File: src/rtl/pm_regs_pkg.sv
// Purpose: constants and carriers for the function power-state registers
// Assumes: byte offsets within the power capability item
// Notes: Notes on behaviour list below
//
// Notes on behaviour
// RULE1: wake request sets flag regardless of enable
// RULE2: write one clears flag, zero ignored
// RULE3: sticky flag/enable survive power-on and cold return
// RULE4: cold-capable function keeps wake context on bus reset
// RULE5: otherwise bus reset zeroes flag and enable
// RULE6: software clears enable, flag at OS load
// RULE7: enable gates the wake pin output
// RULE8: no wake support makes enable read zero
// RULE9: scale field reads readout scale, else zero
// RULE10: selector resets zero, read-only zero without readout
// RULE11: power-state field resets D0, reads current state
// RULE12: unsupported state writes dropped, bus completes
// RULE13: skip bit set keeps context on hot-to-D0
// RULE14: skip bit clear pulses internal reset on hot-to-D0
// RULE15: bus reset always lands uninitialized D0
// RULE16: bridge control bit zero blocks bus control
// RULE17: bridge action bit picks clock stop or power off
// RULE18: readout returns selected value, else zero
// RULE19: readout implies selector and scale fields
// RULE20: software scans 16 selector values for presence
// RULE21: software selects, reads scale and data, multiplies
// RULE22: function 0 selector 1000b reports shared logic
// RULE23: byte, word and doubleword accesses accepted
// RULE24: wake context in aux domain with own reset
package pm_regs_pkg;
    // ========================================
    // offsets
    localparam logic [7:0] OFS_CTRL_STATUS = 8'h04;
    localparam logic [7:0] OFS_BRIDGE_EXT = 8'h06;
    localparam logic [7:0] OFS_READOUT = 8'h07;
    localparam logic [7:0] OFS_DWORD_MASK = 8'hfc;
    // ========================================
    // field positions
    localparam int WAKE_FLAG_BIT = 15;
    localparam int SCALE_LSB = 13;
    localparam int SELECT_LSB = 9;
    localparam int WAKE_EN_BIT = 8;
    localparam int SKIP_RESET_BIT = 3;
    localparam int BUS_CTL_EN_BIT = 7;
    localparam int BUS_ACTION_BIT = 6;
    localparam logic [3:0] SHARED_SELECT = 4'h8;
    // ========================================
    // reset values
    localparam logic [3:0] SELECT_RESET = 4'h0;
    localparam logic [7:0] READOUT_ABSENT = 8'h00;
    typedef enum logic [1:0] {
        STATE_D0 = 2'h0,
        STATE_D1 = 2'h1,
        STATE_D2 = 2'h2,
        STATE_D3HOT = 2'h3
    } power_state_e;
    typedef enum logic [1:0] {
        BUS_ON,
        BUS_CLOCK_STOP,
        BUS_POWER_OFF
    } bus_action_e;
    // one configuration access
    typedef struct packed {
        logic rd;
        logic wr;
        logic [7:0] addr;
        logic [3:0] byteEn;
        logic [31:0] wdata;
    } cfg_req_s;
endpackage

File: src/rtl/function_power_state_regs.sv
// Purpose: power control/status, bridge extension and readout registers
// Assumes: dword config access, byte enables per lane, one-cycle read data
// Notes: wake context cleared by aux domain reset, kept on bus reset if cold-capable
`timescale 1ns/100ps
module function_power_state_regs #(
    parameter logic [4:0] WAKE_SUPPORT = 5'h1f,
    parameter bit D1_SUPPORT = 1'b1,
    parameter bit D2_SUPPORT = 1'b1,
    parameter bit SKIP_INTERNAL_RESET = 1'b0,
    parameter bit HAS_READOUT = 1'b1,
    parameter bit IS_FUNC0_MULTI = 1'b0,
    parameter bit IS_BRIDGE = 1'b0
) (
    // clock and resets
    input wire logic core_clk,
    input wire logic rst_n,
    input wire logic auxPorRst_n,
    // configuration access
    input wire pm_regs_pkg::cfg_req_s cfgReq,
    output logic [31:0] cfgRdata,
    output logic cfgAck,
    // wake source and pin
    input wire logic wakeRequest,
    output logic wakePinDrive,
    // readout table per selector, scale per selector
    input wire logic [15:0][7:0] readoutTable,
    input wire logic [15:0][1:0] scaleTable,
    // bridge straps
    input wire logic busCtlEnStrap,
    input wire logic busActionStrap,
    // power outputs
    output pm_regs_pkg::power_state_e power_state_field,
    output logic internalResetPulse,
    output pm_regs_pkg::bus_action_e secondaryBusAction
);
    import pm_regs_pkg::*;

    // ========================================
    // decode
    localparam bit COLD_WAKE = WAKE_SUPPORT[4];
    logic hitDword;
    logic wrLow;
    logic wrHigh;
    logic [15:0] wdLow;
    assign hitDword = (cfgReq.addr & OFS_DWORD_MASK) == OFS_CTRL_STATUS;
    // byte lanes allow byte, word and dword sizes
    assign wrLow = cfgReq.wr && hitDword && cfgReq.byteEn[0]; // RULE23
    assign wrHigh = cfgReq.wr && hitDword && cfgReq.byteEn[1]; // RULE23
    assign wdLow = cfgReq.wdata[15:0];
    assign cfgAck = cfgReq.rd | cfgReq.wr; // RULE12

    function automatic logic stateOk(input logic [1:0] s);
        unique case (s)
            STATE_D1: stateOk = D1_SUPPORT;
            STATE_D2: stateOk = D2_SUPPORT;
            default: stateOk = 1'b1;
        endcase
    endfunction

    // ========================================
    // wake context, aux domain
    logic wakeFlag;
    logic wakeEn;
    logic next_wakeFlag;
    logic next_wakeEn;
    logic wakeRst;
    // cold-capable: only aux power-on reset clears; else bus reset too
    assign wakeRst = !auxPorRst_n || (!COLD_WAKE && !rst_n); // RULE3 RULE4 RULE5 RULE24
    always_comb begin
        next_wakeFlag = wakeFlag;
        next_wakeEn = wakeEn;
        if (wrHigh && cfgReq.wdata[WAKE_FLAG_BIT]) begin
            next_wakeFlag = 1'b0; // RULE2
        end
        if (wakeRequest) begin
            next_wakeFlag = 1'b1; // RULE1
        end
        if (wrHigh) begin
            next_wakeEn = (WAKE_SUPPORT != 5'h00) &&
                cfgReq.wdata[WAKE_EN_BIT]; // RULE7 RULE8
        end
    end
    always_ff @(posedge core_clk) begin
        if (wakeRst) begin
            wakeFlag <= 1'b0;
            wakeEn <= 1'b0;
        end else begin
            wakeFlag <= next_wakeFlag;
            wakeEn <= next_wakeEn;
        end
    end
    // pin driven while pending and enabled
    assign wakePinDrive = wakeFlag && wakeEn; // RULE7 RULE2

    // ========================================
    // power state and selector
    logic [3:0] select;
    logic [3:0] next_select;
    power_state_e next_power_state_field;
    logic next_internalResetPulse;
    always_comb begin
        next_select = select;
        next_power_state_field = power_state_field;
        next_internalResetPulse = 1'b0;
        if (wrHigh && HAS_READOUT) begin
            next_select = cfgReq.wdata[SELECT_LSB +: 4]; // RULE10 RULE19
        end
        if (wrLow && stateOk(wdLow[1:0])) begin // RULE12
            next_power_state_field = power_state_e'(wdLow[1:0]); // RULE11
            if (power_state_field == STATE_D3HOT &&
                wdLow[1:0] == STATE_D0 && !SKIP_INTERNAL_RESET) begin
                next_internalResetPulse = 1'b1; // RULE14
            end
        end
    end
    // soft reset also clears selector; skip bit keeps it
    always_ff @(posedge core_clk) begin
        if (!rst_n) begin
            power_state_field <= STATE_D0; // RULE15
            select <= SELECT_RESET; // RULE10
            internalResetPulse <= 1'b0;
        end else begin
            power_state_field <= next_power_state_field;
            select <= internalResetPulse ? SELECT_RESET : next_select; // RULE13
            internalResetPulse <= next_internalResetPulse;
        end
    end

    // ========================================
    // bridge secondary bus
    always_comb begin
        secondaryBusAction = BUS_ON;
        if (IS_BRIDGE && busCtlEnStrap &&
            power_state_field == STATE_D3HOT) begin // RULE16
            secondaryBusAction = busActionStrap ? BUS_CLOCK_STOP
                : BUS_POWER_OFF; // RULE17
        end
    end

    // ========================================
    // readout
    logic [7:0] readout;
    logic [1:0] scale;
    always_comb begin
        readout = READOUT_ABSENT;
        scale = 2'h0;
        if (HAS_READOUT) begin
            // index 8 in function 0 is shared logic, else reserved
            if (select < SHARED_SELECT ||
                (select == SHARED_SELECT && IS_FUNC0_MULTI)) begin // RULE22
                readout = readoutTable[select]; // RULE18
                scale = scaleTable[select]; // RULE9
            end
        end
    end

    // ========================================
    // read data
    logic [31:0] next_cfgRdata;
    always_comb begin
        next_cfgRdata = 32'h0;
        if (cfgReq.rd && hitDword) begin
            next_cfgRdata[WAKE_FLAG_BIT] = wakeFlag;
            next_cfgRdata[SCALE_LSB +: 2] = scale;
            next_cfgRdata[SELECT_LSB +: 4] = select;
            next_cfgRdata[WAKE_EN_BIT] = wakeEn;
            next_cfgRdata[SKIP_RESET_BIT] = SKIP_INTERNAL_RESET; // RULE13
            next_cfgRdata[1:0] = power_state_field; // RULE11
            next_cfgRdata[16 + BUS_CTL_EN_BIT] = IS_BRIDGE && busCtlEnStrap;
            next_cfgRdata[16 + BUS_ACTION_BIT] = IS_BRIDGE && busActionStrap;
            next_cfgRdata[31:24] = readout;
        end
    end
    always_ff @(posedge core_clk) begin
        if (!rst_n) begin
            cfgRdata <= 32'h0;
        end else begin
            cfgRdata <= next_cfgRdata;
        end
    end

    // ========================================
    // checks
    AST_FLAG_SET: assert property (@(posedge core_clk) disable iff (!rst_n)
        wakeRequest && auxPorRst_n |=> wakeFlag) // RULE1
        else $error("wake flag not set");
    AST_FLAG_CLR: assert property (@(posedge core_clk) disable iff (!rst_n)
        wrHigh && cfgReq.wdata[15] && !wakeRequest && auxPorRst_n
        |=> !wakeFlag && !wakePinDrive) // RULE2
        else $error("wake flag not cleared");
    AST_FLAG_ZERO: assert property (@(posedge core_clk) disable iff (!rst_n)
        wrHigh && !cfgReq.wdata[15] && wakeFlag && auxPorRst_n
        |=> wakeFlag) // RULE2
        else $error("zero write changed flag");
    AST_PIN_GATE: assert property (@(posedge core_clk) disable iff (!rst_n)
        wakePinDrive |-> wakeEn && wakeFlag) // RULE7
        else $error("pin driven without enable");
    AST_BAD_STATE: assert property (@(posedge core_clk) disable iff (!rst_n)
        wrLow && !stateOk(wdLow[1:0]) |=> $stable(power_state_field)) // RULE12
        else $error("unsupported state taken");
    AST_SOFT_RST: assert property (@(posedge core_clk) disable iff (!rst_n)
        wrLow && power_state_field == STATE_D3HOT && wdLow[1:0] == 2'h0
        |=> internalResetPulse == !SKIP_INTERNAL_RESET
        ##1 !internalResetPulse) // RULE13 RULE14
        else $error("soft reset wrong");
    AST_STATE_RST: assert property (@(posedge core_clk)
        !rst_n |=> power_state_field == STATE_D0 && select == 4'h0) // RULE15
        else $error("bus reset did not land D0");
    AST_NO_READOUT: assert property (@(posedge core_clk) disable iff (!rst_n)
        !HAS_READOUT |-> select == 4'h0 && readout == 8'h0
        && scale == 2'h0) // RULE9
        else $error("absent readout nonzero");
    AST_BUS_CTL: assert property (@(posedge core_clk) disable iff (!rst_n)
        !busCtlEnStrap |-> secondaryBusAction == BUS_ON) // RULE16
        else $error("bus action without enable");
    AST_WAKE_KEEP: assert property (@(posedge core_clk)
        COLD_WAKE && !rst_n && auxPorRst_n && !wakeRequest && !wrHigh
        && wakeFlag |=> wakeFlag) // RULE4
        else $error("bus reset lost wake context");
    // ========================================
    // read-back checks, data lands one cycle after the read
    logic [1:0] reqState;
    logic [3:0] reqSelect;
    logic rdHit;
    assign reqState = wdLow[1:0];
    assign reqSelect = cfgReq.wdata[SELECT_LSB +: 4];
    assign rdHit = cfgReq.rd && hitDword;
    AST_STATE_READ: assert property (@(posedge core_clk) disable iff (!rst_n)
        rdHit |=> cfgRdata[1:0] == $past(power_state_field)) // RULE11
        else $error("state read back wrong");
    AST_FLAG_READ: assert property (@(posedge core_clk) disable iff (!rst_n)
        rdHit |=> cfgRdata[15] == $past(wakeFlag)) // RULE1
        else $error("flag read back wrong");
    AST_EN_READ: assert property (@(posedge core_clk) disable iff (!rst_n)
        rdHit |=> cfgRdata[8] == $past(wakeEn)) // RULE7
        else $error("enable read back wrong");
    AST_SELECT_READ: assert property (@(posedge core_clk) disable iff (!rst_n)
        rdHit |=> cfgRdata[12:9] == $past(select)) // RULE10
        else $error("selector read back wrong");
    AST_SCALE_READ: assert property (@(posedge core_clk) disable iff (!rst_n)
        rdHit |=> cfgRdata[14:13] == $past(scale)) // RULE9
        else $error("scale read back wrong");
    AST_DATA_READ: assert property (@(posedge core_clk) disable iff (!rst_n)
        rdHit |=> cfgRdata[31:24] == $past(readout)) // RULE18
        else $error("readout read back wrong");
    AST_SKIP_READ: assert property (@(posedge core_clk) disable iff (!rst_n)
        rdHit |=> cfgRdata[3] == SKIP_INTERNAL_RESET) // RULE13
        else $error("skip bit read back wrong");
    AST_RSVD_READ: assert property (@(posedge core_clk) disable iff (!rst_n)
        rdHit |=> cfgRdata[7:4] == 4'h0 && !cfgRdata[2]
        && cfgRdata[21:16] == 6'h00) // RULE23
        else $error("reserved bits nonzero");
    AST_MISS_ZERO: assert property (@(posedge core_clk) disable iff (!rst_n)
        !rdHit |=> cfgRdata == 32'h0) // RULE23
        else $error("read data without hit");
    AST_BRIDGE_OFF: assert property (@(posedge core_clk) disable iff (!rst_n)
        !IS_BRIDGE && rdHit |=> cfgRdata[23:22] == 2'h0) // RULE16
        else $error("bridge bits in non-bridge");
    // ========================================
    // state, wake and bridge checks
    AST_STATE_TAKE: assert property (@(posedge core_clk) disable iff (!rst_n)
        wrLow && stateOk(reqState)
        |=> power_state_field == $past(reqState)) // RULE11
        else $error("supported state not taken");
    AST_SELECT_TAKE: assert property (@(posedge core_clk) disable iff (!rst_n)
        wrHigh && HAS_READOUT && !internalResetPulse
        |=> select == $past(reqSelect)) // RULE10
        else $error("selector write not taken");
    AST_NOSEL_WR: assert property (@(posedge core_clk) disable iff (!rst_n)
        !HAS_READOUT && wrHigh |=> select == 4'h0) // RULE10
        else $error("selector written without readout");
    AST_PULSE_SRC: assert property (@(posedge core_clk) disable iff (!rst_n)
        internalResetPulse |-> power_state_field == STATE_D0
        && $past(power_state_field) == STATE_D3HOT) // RULE14
        else $error("internal reset without hot exit");
    AST_NO_PULSE: assert property (@(posedge core_clk) disable iff (!rst_n)
        SKIP_INTERNAL_RESET |-> !internalResetPulse) // RULE13
        else $error("internal reset with skip set");
    AST_ACK: assert property (@(posedge core_clk) disable iff (!rst_n)
        cfgReq.rd || cfgReq.wr |-> cfgAck) // RULE12
        else $error("access not acknowledged");
    AST_AUX_CLR: assert property (@(posedge core_clk)
        !auxPorRst_n |=> !wakeFlag && !wakeEn) // RULE24
        else $error("aux reset kept wake bits");
    AST_BUS_CLR: assert property (@(posedge core_clk)
        !COLD_WAKE && !rst_n |=> !wakeFlag && !wakeEn) // RULE5
        else $error("bus reset kept wake bits");
    AST_EN_ZERO: assert property (@(posedge core_clk) disable iff (!rst_n)
        WAKE_SUPPORT == 5'h00 |-> !wakeEn) // RULE8
        else $error("enable set without wake support");
    AST_CLOCK_STOP: assert property (@(posedge core_clk) disable iff (!rst_n)
        IS_BRIDGE && busCtlEnStrap && busActionStrap
        && power_state_field == STATE_D3HOT |-> secondaryBusAction == BUS_CLOCK_STOP)
        else $error("secondary clock not stopped"); // RULE17
    AST_POWER_OFF: assert property (@(posedge core_clk) disable iff (!rst_n)
        IS_BRIDGE && busCtlEnStrap && !busActionStrap
        && power_state_field == STATE_D3HOT |-> secondaryBusAction == BUS_POWER_OFF)
        else $error("secondary power not removed"); // RULE17
    AST_SHARED_SEL: assert property (@(posedge core_clk) disable iff (!rst_n)
        select == SHARED_SELECT && !IS_FUNC0_MULTI
        |-> readout == 8'h0 && scale == 2'h0) // RULE22
        else $error("shared readout outside function 0");
    AST_RSVD_SEL: assert property (@(posedge core_clk) disable iff (!rst_n)
        select > SHARED_SELECT |-> readout == 8'h0 && scale == 2'h0) // RULE22
        else $error("reserved selector nonzero");
    AST_COLD_EN: assert property (@(posedge core_clk)
        COLD_WAKE && !rst_n && auxPorRst_n && !wrHigh && wakeEn
        |=> wakeEn) // RULE3
        else $error("bus reset lost wake enable");
endmodule

File: config.mk
export PLATFORM = sky130hd
export DESIGN_NAME = function_power_state_regs
export DESIGN_NICKNAME = d
export VERILOG_FILES = /design/src/rtl/pm_regs_pkg.sv /design/src/rtl/function_power_state_regs.sv
export SDC_FILE = /design/constraint.sdc
export NUM_CORES = 1
export LEC_CHECK = 0
export BUFFER_PORTS_ARGS = -buffer_cell sky130_fd_sc_hd__buf_2
export CAP_MARGIN = 5
export CORE_AREA = 4 4 95 97
export DETAILED_ROUTE_END_ITERATION = 12
export DIE_AREA = 0 0 99 101
export GPL_ROUTABILITY_DRIVEN = 0
export PLACE_DENSITY_LB_ADDON = 0.08
export SLEW_MARGIN = 0
export SYNTH_ARGS = -nofsm -noshare
export SYNTH_HDL_FRONTEND = slang
export SYNTH_SLANG_ARGS = --single-unit
File: constraint.sdc
create_clock -name core_clk -period 1.9 [get_ports core_clk]
set_input_delay 0.38 -clock core_clk [delete_from_list [all_inputs] [get_ports core_clk]]
set_output_delay 0.38 -clock core_clk [all_outputs]
set_load 0.05 [all_outputs]
==> metrics.yaml <==
outcome:
  status: "finished, final reports clean"
pwr:
  p_int_mw: 0.834
  peakVddDrop_mv: 0.241
  swShare: 0.280
  power_density_nw_per_um2: 494
  p_seq_frac: 0.492
  p_clk_frac: 0.295
  power.net_switching_mw: 0.324
  leakage_nw: 1.13
  p_comb_frac: 0.213
sta:
  drv_slew: 0
  period_minus_slack_ps: 1500
  hold_viol: 0
  grt_setup_unrepaired: "false"
  fin_worst_skew_ps: 5.09
  setup_tns_ps: 0
  slew_headroom: 0.655
  fin_crit_sh: 0.789
  fmax_mhz: 667
  tightestPinTransition_ps: 510
  setup_viol: 0
clock_tree:
  clockBufferDepth: 2
  clk_pin_slew_ps: 100
  cts_tree: "yes"
  cts.sinks: 27
  numCtsBuffers: 3
  cts-resized-gates: 0
  cts_root_buffer: "clkbuf_8"
  holdBufCountCts: 0
  post_cts.repair.setup_buffers: 0
  htree_levels: 1
  insertion_delay_ps: 280
logic_synthesis:
  synth_cell_type_count: 26
  yosysMostFrequentCell: "dfxtp_1"
  synth_edf_count: 0
  yosys.area.top_type: "dfxtp_1"
  syn_inst: 136
  ys_warn_count: 0
  netlist.area_leader.share: 0.332
  synth_area_per_cell_um2: 12.0
  synth.cell_area_um2: 1630
  ys_ff_latch: 27
  ys_top_cells_by_area: "dfxtp_1, mux4_2, mux2i_1"
  ys.flop_type: "dfxtp_1"
  synthArstFlopShare: 0
  synth-seq-area-share: 0.332
  synth_common_cells: "dfxtp_1, mux4_2, buf_4, mux2i_1, nand2_1"
setup_path:
  critPathSlowestCell: "mux4_2"
  cp_top_family: "multiplexers"
  cpPeakStageDelay_ps: 540
  worstPathMaxFanout: 13
  path_class: "register to register"
  r2r_slack_ps: 400
  start_kind: "register"
  cp_cell_sequence: "buf_4 -> mux4_2 -> mux2i_1 -> nor2_1"
  critPathCaptureType: "register"
  cp.required_ps: 2060
  critPathBufInv: 1
  critical_path_arrival_ps: 1660
grt:
  grt_overflow: 0
  grt_pass1_vias: 1586
  grt_usage: 0.102
  antenna_found_initial: 0
  grt_max_degree: 16
  grt_pass1_wl_mm: 7.98
die:
  ios: 251
  core_um2: 8130
  num_rows: 33
  die_w_um: 99
  die_area_um2: 10000
  die_height_um: 101
  start_util: 0.200
placed_design:
  dp.cells: 362
  port_buffers: 124
  dp_hpwl_mm: 4.59
run:
  maxCapViolations: 0
routing:
  ant_nets: 0
  first_pass_iters: 4
  finalWirelength_mm: 5.48
  vias: 1509
  routedWlPerCell_um: 15.0
  drc_errors: 0
  drt_iter0_markers: 16
  via_per_inst: 4.12
cells_and_area:
  fill_cells: 888
  syn_to_final_growth_pct: 44.1
  drive_above_1_share: 0.605
  num_antenna_cells: 0
  nets: 474
  stdcell_count: 366
hold_path:
  hp-class: "input port to register"
## kinds of logic (layout without fill, tap and decap cells)
group / count (synthesis) / count (layout) / synth area share
and+or+nand+nor: 43 / 43 / 0.158
buffers and inverters: 26 / 136 / 0.118
muxes: 37 / 37 / 0.384
other: 1 / 16 / 0.00230
AOI/OAI and AO/OA: 2 / 2 / 0.00692
DFF: 27 / 27 / 0.332
## metal layers
metal,global-route usage,share of wire,up-vias
met5,0,0,-
met4,0.0221,0.0035,0
met3,0.0401,0.13,2
met2,0.162,0.43,92
met1,0.133,0.44,700
li1,-,-,715
## power groups by stage
stage	Clock, mW	Combinational, mW	Sequential [mW]
detailed placement	0	0.248	0.582
global placement	0	0.244	0.582
CTS	0.376	0.249	0.569
finish	0.342	0.247	0.569
floorplan	0	0.158	0.584
global route	0.388	0.267	0.570
## final timing paths
check	from	end	cells after the start
setup / recovery	select[0]	cfgRdata[30]	4
hold / removal	cfgReq[15]	wakeFlag	2
setup reg to reg	select[0]	cfgRdata[30]	4
hold reg to reg	wakeEn	wakeEn	2
## layout by cell type, fill, tap and decap left out
master	instances
a31oi_1	1
and2_1	1
and3_1	8
and4_1	1
buf_2	124
buf_4	7
clkbuf_1	1
clkbuf_8	3
conb_1	16
dfxtp_1	27
inv_1	1
mux2i_1	17
mux4_1	1
mux4_2	19
nand2_1	14
nand2b_1	1
nand3b_2	1
nand4_4	1
nor2_1	11
nor2b_1	1
nor4_2	1
nor4b_4	1
nor4bb_1	1
o21ai_0	1
or2_2	1
## layout make-up
| type | count | area (um2) | area share |
|---|---|---|---|
| inverters | 1 | 3.75 | 0.00160 |
| clock buffers | 4 | 45.0 | 0.0192 |
| multi-input cells | 98 | 952 | 0.406 |
| well taps | 105 | 131 | 0.0560 |
| repair buffers | 131 | 673 | 0.287 |
| flip-flops and latches | 27 | 541 | 0.230 |
## through the flow
stage | setup slack [ps] | util | area (um2) | power, mW | hold slack (ps)
floorplan | 566 | - | 1680 | 0.741 | 438
global placement | 226 | 0.283 | 2300 | 0.827 | 461
detailed placement | 219 | 0.283 | 2300 | 0.830 | 470
CTS | 370 | 0.288 | 2350 | 1.19 | 262
global route | 239 | 0.288 | 2350 | 1.22 | 267
finish | 401 | 0.288 | 2350 | 1.16 | 277
## worst reg2reg max path, cell delays in order (launching register included)
cell and delay (ps):
dfxtp_1 340, buf_4 270, mux4_2 540, mux2i_1 180, nor2_1 50
## state kept, by name, summed over array words and instances (netlist names)
name	count
cfgRdata	18
internalResetPulse	1
power_state_field	2
select	4
wakeEn	1
wakeFlag	1
Power figures use the tool's default switching activity.
